### config.mk
export PLATFORM = sky130hd
export DESIGN_NAME = i2c_alias_remap_status
export DESIGN_NICKNAME = d
export VERILOG_FILES = /design/src/verilog/alias_remap_pkg.sv /design/src/verilog/i2c_alias_remap_status.sv
export SDC_FILE = /design/constraint.sdc
export NUM_CORES = 1
export LEC_CHECK = 0
export ABC_AREA = 1
export BUFFER_PORTS_ARGS = -buffer_cell sky130_fd_sc_hd__buf_2
export CAP_MARGIN = 0
export CORE_UTILIZATION = 40
export DETAILED_ROUTE_END_ITERATION = 16
export PLACE_DENSITY = 0.6
export SYNTH_ARGS = -nofsm -noshare
export SYNTH_HDL_FRONTEND = slang
export SYNTH_SLANG_ARGS = --single-unit
### constraint.sdc
create_clock -name clk_i -period 2.04 [get_ports clk_i]
set_clock_uncertainty 0.05 [all_clocks]
set_input_delay 0.51 -clock clk_i [delete_from_list [all_inputs] [get_ports clk_i]]
set_output_delay 0.51 -clock clk_i [all_outputs]
set_load 0.03 [all_outputs]
### src/verilog/alias_remap_pkg.sv
package alias_remap_pkg;

  // ----------------------------------------------------------------
  // register offsets on the control bus
  // ----------------------------------------------------------------
  localparam logic [7:0] OFF_CTRL = 8'h03;
  localparam logic [7:0] OFF_DESER_ID = 8'h06;
  localparam logic [7:0] OFF_DESER_ALIAS = 8'h07;
  localparam logic [7:0] OFF_TARGET_ID = 8'h08;
  localparam logic [7:0] OFF_TARGET_ALIAS = 8'h09;
  localparam logic [7:0] OFF_CRC_LOW = 8'h0a;
  localparam logic [7:0] OFF_CRC_HIGH = 8'h0b;
  localparam logic [7:0] OFF_STATUS = 8'h0c;

  // ----------------------------------------------------------------
  // field positions and reset values
  // ----------------------------------------------------------------
  localparam int CTRL_CRC_CLR_BIT = 5;
  localparam int HOLD_ID_BIT = 0;
  localparam int ST_LOCK_BIT = 4;
  localparam int ST_SELFTEST_BIT = 3;
  localparam int ST_SCK_BIT = 2;
  localparam int ST_REMOTE_ERR_BIT = 1;
  localparam int ST_LINK_BIT = 0;
  localparam logic [7:0] RST_BYTE = 8'h00;
  localparam logic [15:0] RST_COUNT = 16'h0000;
  localparam logic [6:0] ADDR_NONE = 7'h00;
  localparam logic [3:0] BITS_PER_BYTE = 4'h8;

  // ----------------------------------------------------------------
  // carriers
  // ----------------------------------------------------------------
  // live status levels from the rest of the serializer (same clock)
  typedef struct packed {
    logic rx_lock;
    logic selftest_crc;
    logic sck_valid;
    logic link_detect;
  } status_in_t;

  // transaction forwarded onto the control channel
  typedef struct packed {
    logic start;
    logic [6:0] addr;
    logic rw;
    logic data_valid;
    logic [7:0] data;
    logic stop;
  } fwd_t;

  typedef enum logic [1:0] {
    DEST_LOCAL,
    DEST_DESER,
    DEST_TARGET,
    DEST_NONE
  } dest_t;

endpackage : alias_remap_pkg

### src/verilog/i2c_alias_remap_status.sv
// Overview of operation
// [RL1] transactions to the deserializer alias are remapped to the stored deserializer identifier
// [RL2] a zero alias or zero identifier blocks access to that remote party
// [RL3] transactions to the target alias are remapped to the stored target identifier
// [RL4] remapped target transactions go over the control channel to the remote deserializer
// [RL5] sixteen-bit back-channel crc error count, low byte then high byte, resets zero
// [RL6] status bit 4 shows receive lock
// [RL7] status bit 3 shows crc errors seen during self-test
// [RL8] status bit 2 shows a valid system clock
// [RL9] status bit 1 sets on crc error talking to the remote deserializer
// [RL10] remote error bit clears on link loss or crc clear control bit
// [RL11] status bit 0 shows cable link detected
// [RL12] deserializer identifier auto-loads after lock unless the hold bit is set
// [RL13] crc clear bit holds counters cleared until software writes it back to zero
// [RL14] alias match ignores the read/write bit and forwarding keeps the direction
module i2c_alias_remap_status #(
  parameter logic [6:0] LOCAL_ADDR = 7'h0c,
  parameter logic [2:0] REVISION = 3'h1 // arbitrary value
) (
  input wire logic clk_i,
  input wire logic rst_n_i,
  input wire logic scl_i,
  input wire logic sda_i,
  output logic sda_o,
  output logic sda_oe_n_o,
  input wire alias_remap_pkg::status_in_t status_i,
  input wire logic backchannel_crc_err_i,
  input wire logic remote_crc_err_i,
  input wire logic remote_id_load_i,
  input wire logic [6:0] remote_id_i,
  input wire logic [7:0] remote_rdata_i,
  output alias_remap_pkg::fwd_t fwd_o
);

  typedef enum logic [2:0] {
    S_IDLE,
    S_ADDR,
    S_ADDR_ACK,
    S_WR_BYTE,
    S_WR_ACK,
    S_RD_BYTE,
    S_RD_ACK
  } bus_state_t;

  typedef struct packed {
    logic scl_m;
    logic scl_s;
    logic scl_p;
    logic sda_m;
    logic sda_s;
    logic sda_p;
    bus_state_t st;
    logic [3:0] bit_cnt;
    logic [7:0] shreg;
    logic rw;
    alias_remap_pkg::dest_t dest;
    logic ptr_loaded;
    logic [7:0] ptr;
    logic drive_low;
    logic sda_out;
    logic [7:0] ctrl;
    logic [7:0] deser_id;
    logic [7:0] deser_alias;
    logic [7:0] target_id;
    logic [7:0] target_alias;
    logic [15:0] crc_count;
    logic remote_err;
    alias_remap_pkg::fwd_t fwd;
  } state_t;

  state_t q, d;

  // ----------------------------------------------------------------
  // helpers
  // ----------------------------------------------------------------
  // an alias only answers when both alias and identifier are non-zero
  function automatic logic alias_hit(input logic [6:0] addr, input logic [7:0] alias_r, input logic [7:0] id_r);
    alias_hit = (alias_r[7:1] != alias_remap_pkg::ADDR_NONE) && (id_r[7:1] != alias_remap_pkg::ADDR_NONE) &&
      (addr == alias_r[7:1]); // RL2
  endfunction : alias_hit

  function automatic logic [7:0] status_byte(input state_t s, input alias_remap_pkg::status_in_t st);
    logic [7:0] b;
    b = {REVISION, 5'h00};
    b[alias_remap_pkg::ST_LOCK_BIT] = st.rx_lock; // RL6
    b[alias_remap_pkg::ST_SELFTEST_BIT] = st.selftest_crc; // RL7
    b[alias_remap_pkg::ST_SCK_BIT] = st.sck_valid; // RL8
    b[alias_remap_pkg::ST_REMOTE_ERR_BIT] = s.remote_err; // RL9
    b[alias_remap_pkg::ST_LINK_BIT] = st.link_detect; // RL11
    status_byte = b;
  endfunction : status_byte

  function automatic logic [7:0] reg_read(input state_t s, input alias_remap_pkg::status_in_t st);
    case (s.ptr)
      alias_remap_pkg::OFF_CTRL: reg_read = s.ctrl;
      alias_remap_pkg::OFF_DESER_ID: reg_read = s.deser_id;
      alias_remap_pkg::OFF_DESER_ALIAS: reg_read = {s.deser_alias[7:1], 1'b0};
      alias_remap_pkg::OFF_TARGET_ID: reg_read = {s.target_id[7:1], 1'b0};
      alias_remap_pkg::OFF_TARGET_ALIAS: reg_read = {s.target_alias[7:1], 1'b0};
      alias_remap_pkg::OFF_CRC_LOW: reg_read = s.crc_count[7:0]; // RL5
      alias_remap_pkg::OFF_CRC_HIGH: reg_read = s.crc_count[15:8]; // RL5
      alias_remap_pkg::OFF_STATUS: reg_read = status_byte(s, st);
      default: reg_read = alias_remap_pkg::RST_BYTE;
    endcase
  endfunction : reg_read

  // ----------------------------------------------------------------
  // next-state logic
  // ----------------------------------------------------------------
  logic scl_rise, scl_fall, start_cond, stop_cond;

  // edges are taken only between the second and third sampling stages
  always_comb begin
    scl_rise = q.scl_s & ~q.scl_p;
    scl_fall = ~q.scl_s & q.scl_p;
    start_cond = q.scl_s & q.scl_p & q.sda_p & ~q.sda_s;
    stop_cond = q.scl_s & q.scl_p & ~q.sda_p & q.sda_s;
  end

  // one combinational pass over the whole block state
  always_comb begin
    d = q;
    d.scl_m = scl_i;
    d.scl_s = q.scl_m;
    d.scl_p = q.scl_s;
    d.sda_m = sda_i;
    d.sda_s = q.sda_m;
    d.sda_p = q.sda_s;
    d.fwd.start = 1'b0;
    d.fwd.data_valid = 1'b0;
    d.fwd.stop = 1'b0;

    // bus framing: start and stop override any byte in progress
    // a nacked forwarded read already sits in idle, so only dest decides the stop pulse
    if (start_cond) begin
      if (q.dest inside {alias_remap_pkg::DEST_DESER, alias_remap_pkg::DEST_TARGET}) begin
        d.fwd.stop = 1'b1; // repeated start ends the forwarded segment
      end
      d.st = S_ADDR;
      d.dest = alias_remap_pkg::DEST_NONE; // no second stop before the next address
      d.bit_cnt = 4'h0;
      d.drive_low = 1'b0;
    end else if (stop_cond) begin
      if (q.dest inside {alias_remap_pkg::DEST_DESER, alias_remap_pkg::DEST_TARGET}) begin
        d.fwd.stop = 1'b1;
      end
      d.st = S_IDLE;
      d.drive_low = 1'b0;
      d.dest = alias_remap_pkg::DEST_NONE;
    end else begin
      case (q.st)
        S_IDLE: begin
          d.drive_low = 1'b0;
        end
        S_ADDR, S_WR_BYTE: begin
          if (scl_rise) begin
            d.shreg = {q.shreg[6:0], q.sda_s};
            d.bit_cnt = q.bit_cnt + 4'h1;
          end else if (scl_fall && q.bit_cnt == alias_remap_pkg::BITS_PER_BYTE) begin
            d.bit_cnt = 4'h0;
            if (q.st == S_ADDR) begin
              // only the seven address bits take part in matching
              d.rw = q.shreg[0]; // RL14
              d.ptr_loaded = 1'b0;
              if (q.shreg[7:1] == LOCAL_ADDR) begin
                d.dest = alias_remap_pkg::DEST_LOCAL;
              end else if (alias_hit(q.shreg[7:1], q.deser_alias, q.deser_id)) begin
                d.dest = alias_remap_pkg::DEST_DESER; // RL1
                d.fwd.addr = q.deser_id[7:1]; // RL1
              end else if (alias_hit(q.shreg[7:1], q.target_alias, q.target_id)) begin
                d.dest = alias_remap_pkg::DEST_TARGET; // RL3
                d.fwd.addr = q.target_id[7:1]; // RL4
              end else begin
                d.dest = alias_remap_pkg::DEST_NONE; // RL2
              end
              if (d.dest == alias_remap_pkg::DEST_NONE) begin
                d.st = S_IDLE; // not ours: leave the line released
              end else begin
                d.st = S_ADDR_ACK;
                d.drive_low = 1'b1;
                if (d.dest != alias_remap_pkg::DEST_LOCAL) begin
                  d.fwd.start = 1'b1;
                  d.fwd.rw = q.shreg[0]; // RL14
                end
              end
            end else begin
              d.st = S_WR_ACK;
              d.drive_low = 1'b1;
              if (q.dest != alias_remap_pkg::DEST_LOCAL) begin
                d.fwd.data_valid = 1'b1; // RL4
                d.fwd.data = q.shreg;
              end else if (!q.ptr_loaded) begin
                d.ptr = q.shreg;
                d.ptr_loaded = 1'b1;
              end else begin
                // writes land at the pointer, then the pointer steps on
                case (q.ptr)
                  alias_remap_pkg::OFF_CTRL: d.ctrl = q.shreg;
                  alias_remap_pkg::OFF_DESER_ID: d.deser_id = q.shreg;
                  alias_remap_pkg::OFF_DESER_ALIAS: d.deser_alias = {q.shreg[7:1], 1'b0};
                  alias_remap_pkg::OFF_TARGET_ID: d.target_id = {q.shreg[7:1], 1'b0};
                  alias_remap_pkg::OFF_TARGET_ALIAS: d.target_alias = {q.shreg[7:1], 1'b0};
                  default: d.ctrl = q.ctrl; // read-only or unmapped: ignored
                endcase
                d.ptr = q.ptr + 8'h01;
              end
            end
          end
        end
        S_ADDR_ACK, S_WR_ACK: begin
          // at the fall that ends the ack bit, release the line, or on a read drive the first data bit
          if (scl_fall) begin
            d.bit_cnt = 4'h0;
            if (q.rw && q.st == S_ADDR_ACK) begin
              d.st = S_RD_BYTE;
              d.shreg = (q.dest == alias_remap_pkg::DEST_LOCAL) ? reg_read(q, status_i) : remote_rdata_i;
              d.drive_low = ~d.shreg[7];
              d.bit_cnt = 4'h1;
            end else begin
              d.st = S_WR_BYTE;
              d.drive_low = 1'b0;
            end
          end
        end
        S_RD_BYTE: begin
          if (scl_fall) begin
            if (q.bit_cnt == alias_remap_pkg::BITS_PER_BYTE) begin
              d.st = S_RD_ACK;
              d.drive_low = 1'b0;
              if (q.dest == alias_remap_pkg::DEST_LOCAL) begin
                d.ptr = q.ptr + 8'h01;
              end
            end else begin
              d.shreg = {q.shreg[6:0], 1'b0};
              d.drive_low = ~q.shreg[6];
              d.bit_cnt = q.bit_cnt + 4'h1;
            end
          end
        end
        S_RD_ACK: begin
          // master nack ends the read; ack fetches the next byte
          if (scl_rise) begin
            d.rw = ~q.sda_s;
          end else if (scl_fall) begin
            if (q.rw) begin
              d.st = S_RD_BYTE;
              d.shreg = (q.dest == alias_remap_pkg::DEST_LOCAL) ? reg_read(q, status_i) : remote_rdata_i;
              d.drive_low = ~d.shreg[7];
              d.bit_cnt = 4'h1;
            end else begin
              d.st = S_IDLE;
            end
          end
        end
        default: begin
          d.st = S_IDLE;
          d.drive_low = 1'b0;
        end
      endcase
    end

    // identifier auto-load after lock, unless software holds it
    if (status_i.rx_lock && remote_id_load_i && !d.deser_id[alias_remap_pkg::HOLD_ID_BIT]) begin
      d.deser_id[7:1] = remote_id_i; // RL12
    end

    // counter is held at zero for as long as the clear bit stays set
    if (q.ctrl[alias_remap_pkg::CTRL_CRC_CLR_BIT]) begin
      d.crc_count = alias_remap_pkg::RST_COUNT; // RL13
    end else if (backchannel_crc_err_i) begin
      d.crc_count = q.crc_count + 16'h0001; // RL5
    end

    // a fresh error wins over a clear in the same cycle
    if (remote_crc_err_i) begin
      d.remote_err = 1'b1; // RL9
    end else if (!status_i.link_detect || q.ctrl[alias_remap_pkg::CTRL_CRC_CLR_BIT]) begin
      d.remote_err = 1'b0; // RL10
    end
  end

  // ----------------------------------------------------------------
  // state register
  // ----------------------------------------------------------------
  always_ff @(posedge clk_i or negedge rst_n_i) begin
    if (!rst_n_i) begin
      q <= '0;
      q.scl_m <= 1'b1;
      q.scl_s <= 1'b1;
      q.scl_p <= 1'b1;
      q.sda_m <= 1'b1;
      q.sda_s <= 1'b1;
      q.sda_p <= 1'b1;
      q.st <= S_IDLE;
      q.dest <= alias_remap_pkg::DEST_NONE;
    end else begin
      q <= d;
    end
  end

  // outputs straight from the state flops; the pin only ever pulls low
  assign sda_o = q.sda_out;
  assign sda_oe_n_o = ~q.drive_low;
  assign fwd_o = q.fwd;

endmodule : i2c_alias_remap_status
==> results.txt <==
----------------------------------------------------
[Detailed routing]
  Detailed-router iteration count before antenna repair ... 5
  Antenna-violating nets left ... 0
  Post-detailed-route wirelength per cell ... around 15 um
  DRT Wirelength ... 18.4 mm
  Post-route DRC ... 0
  Number of vias in the routed layout ... 6154
  Iteration-0 DRC count of the detailed router ... approximately 460
  Via count normalized by instance count ... 5.01

[STA]
  Slew margin rel. ... 0.658
  Final Cycle Share ... 1.01
  Highest Clock Rate ... between 400 and 500 MHz
  # setup viols final ... 1
  Final period demand of the worst path ... 2050 ps
  Measured slew at the worst slew-check pin ... around 510 ps
  Worst Hold Margin ... 52.4 ps
  Setup repair after global routing missed its margin ... true
  Fin. Hold Viols ... 0
  Worst path setup slack after routing ... -11.6 ps
  Max-slew violation count ... 0

[Placement]
  Final estimated routing congestion in global placement ... between 0.8 and 0.9
  Post-DP HPWL ... 14.1 mm
  Count of buffers from port buffering ... 45
  Cell area after placement ... approximately 7400 um2
  Post-placement worst setup slack ... -43.4 ps

[Power and ir drop]
  Worst supply voltage drop on vdd ... 0.000505 V
  Total Power ... 5040 uW
  Power per cell area ... about 630 nW/um2
  Leakage power summed over all cells ... 0.00406 uW

[GRT]
  Number of antenna violations at the first check in global routing ... 0
  All-Layer GR Usage ... 0.234
  Pin count of the biggest net entering global routing ... 36
  Global-route wire length before repair ... 29.3 mm
  Via count of the first global-routing pass ... 5597
  Total congestion overflow after global routing ... 0

[Finish]
  Count of inserted antenna diode cells ... 0
  Final standard cell area without fillers ... 8040 um2
  Layout fillers ... 1527
  Final net count ... 1049
  Most frequent cells in the layout ... 238 x nand2_1, 97 x buf_4, 96 x dfrtp_1, 89 x nor2_1, 79 x inv_1
  Final standard cell utilization of the core ... 0.523
  Layout cells sized above 1 ... 0.258
  Most frequent standard cell in the layout excluding fill and tap cells ... nand2_1
  Area added between synthesis and finish ... 26.3%

[Job]
  Max-cap violations ... 0

[Clocking]
  Number of buffers added by the clock tree synthesis step ... 9
  H-tree depth ... 3
  Clock net sink count ... 107
  Clock tree from TritonCTS ... yes
  Buffer depth of the longest clock path ... 2
  Latest clock arrival within the worst-skew pair ... 360 ps
  CTS hold repair buffers ... 0
  Clock-pin transition on the worst setup and hold timing paths ... 70 ps
  Clock root buffer master ... clkbuf_16

[Outcome]
  Violated checks ... negative setup slack
  Status ... complete, but fails checks

[Die]
  Chip width ... 128 um
  Core box area ... around 15000 um2
  Initial Utilization ... 0.414
  Standard-cell row count ... 45
  Die height ... 128 um
  IO Count ... between 40 and 50
  Floorplan die area ... 16400 um2

[Worst setup path]
  Critical Path RT ... ~2300 ps
  Critical path endpoint category ... flip-flop
  Setup crit start kind ... flip-flop
  CP max FO ... 3
  Worst reg2reg setup slack ... -10 ps
  Critical path class ... flip-flop to flip-flop
  CP Data Arrival Time ... around 2300 ps

[Synthesis]
  Net count after synthesis ... 922
  Number of distinct library cells after synthesis ... 43
  Sequential-to-total area share from yosys stat ... 0.422
  Synth warn ... 0
  Count of mapped cells out of synthesis ... around 890
  Mean area per synthesized cell ... 7.19 um2
  Combined area of all synthesized cells ... about 6400 um2
  Flip-flop and latch count after synthesis ... about 110

[Worst hold path]
  Type of the most critical hold path ... input port to asynchronous set/reset pin

----------------------------------------------------
cell families after synthesis:
family                     count (synthesis)  share of synthesized area
other                                      1                   0.000589
adders and majority gates                 10                     0.0197
and+or+nand+nor                          503                      0.343
DFF                                      107                      0.422
buffers and inverters                    126                     0.0906
AOI/OAI and AO/OA                        125                      0.105
xor gates and xnor gates                  14                     0.0193
layer usage:
layer  GRT usage  part of all wire
met5           0                 0
met4      0.0651             0.016
met3      0.0480             0.055
met2       0.353              0.44
met1       0.339              0.49
flip-flops by register name, summed over array words and instances (netlist names):
register / count
fwd_o: 19
q: 84
d: 4
through the flow:
stage          cells  TNS, ps
6_report        1229    -11.6
5_1_grt         1229    -2250
4_1_cts         1222        0
3_3_place_gp    1205        0
3_5_place_dp    1205    -80.0
2_1_floorplan    886        0
critical path, cell delays in order (launching register included):
cell     delay [ps]
dfrtp_1         420
xnor2_2         160
nand3_1          90
nor3_1          170
nand2_1         100
nor2_1          140
nand2_2          70
nand2_2          80
inv_2            50
ha_4            160
nand2_2          40
o21ai_1          50
nand2_1          80
nand2_2          60
nor3_2          160
nand2_1          60
nand2_1          50
area by class of cell:
type,count,area [um2],share of cell area
repair buffers,152,1120,0.139
clock inverters,5,30.0,0.00373
flip-flops and latches,107,2690,0.335
clock buffers,11,243,0.0302
inverters,88,332,0.0412
well taps,211,264,0.0328
multi-input cells,655,3360,0.418
synth_stat cells (all sizes together):
library cell	instances	area [um2]
a211oi	1	7.51
a21boi	1	7.51
a21oi	26	134
a31o	2	17.5
a31oi	1	6.26
and3	2	12.5
buf	27	204
clkbuf	11	42.5
clkinv	2	7.51
conb	1	3.75
dfrtp	99	2480
dfstp	8	210
ha	10	125
inv	86	323
nand2	269	1030
nand3	75	403
nand3b	2	15.0
nand4	17	106
nor2	95	364
nor3	27	146
nor3b	1	7.51
nor4	4	25.0
o211ai	7	52.6
o21a	1	7.51
o21ai	85	429
o22ai	1	6.26
or2	11	68.8
xnor2	3	26.3
xor2	11	96.3
final timing paths:
kind / endpoint / depth (start not counted) / startpoint
worst max-delay path: q[77] / 16 / q[39]
worst min-delay path: q[70] / 1 / rst_n_i
worst max register to register: q[77] / 16 / q[39]
worst min register to register: d[105] / 0 / d[106]
max in group asynchronous: q[108] / 2 / rst_n_i
min in group clk_i: d[109] / 1 / scl_i
power by group:
part           switching [uW]  total (uW)  internal [uW]
clock network             774        1630            855
logic                     583         988            405
registers                 162        2430           2260
timing repair:
action / CTS / global route
buffers inserted: 1 / 4
setup endpoints to repair: 2 / 77
gates resized for setup: 4 / 94
cloned: 0 / 3
pin swaps: 2 / 24
(Power assumes the default switching activity.)
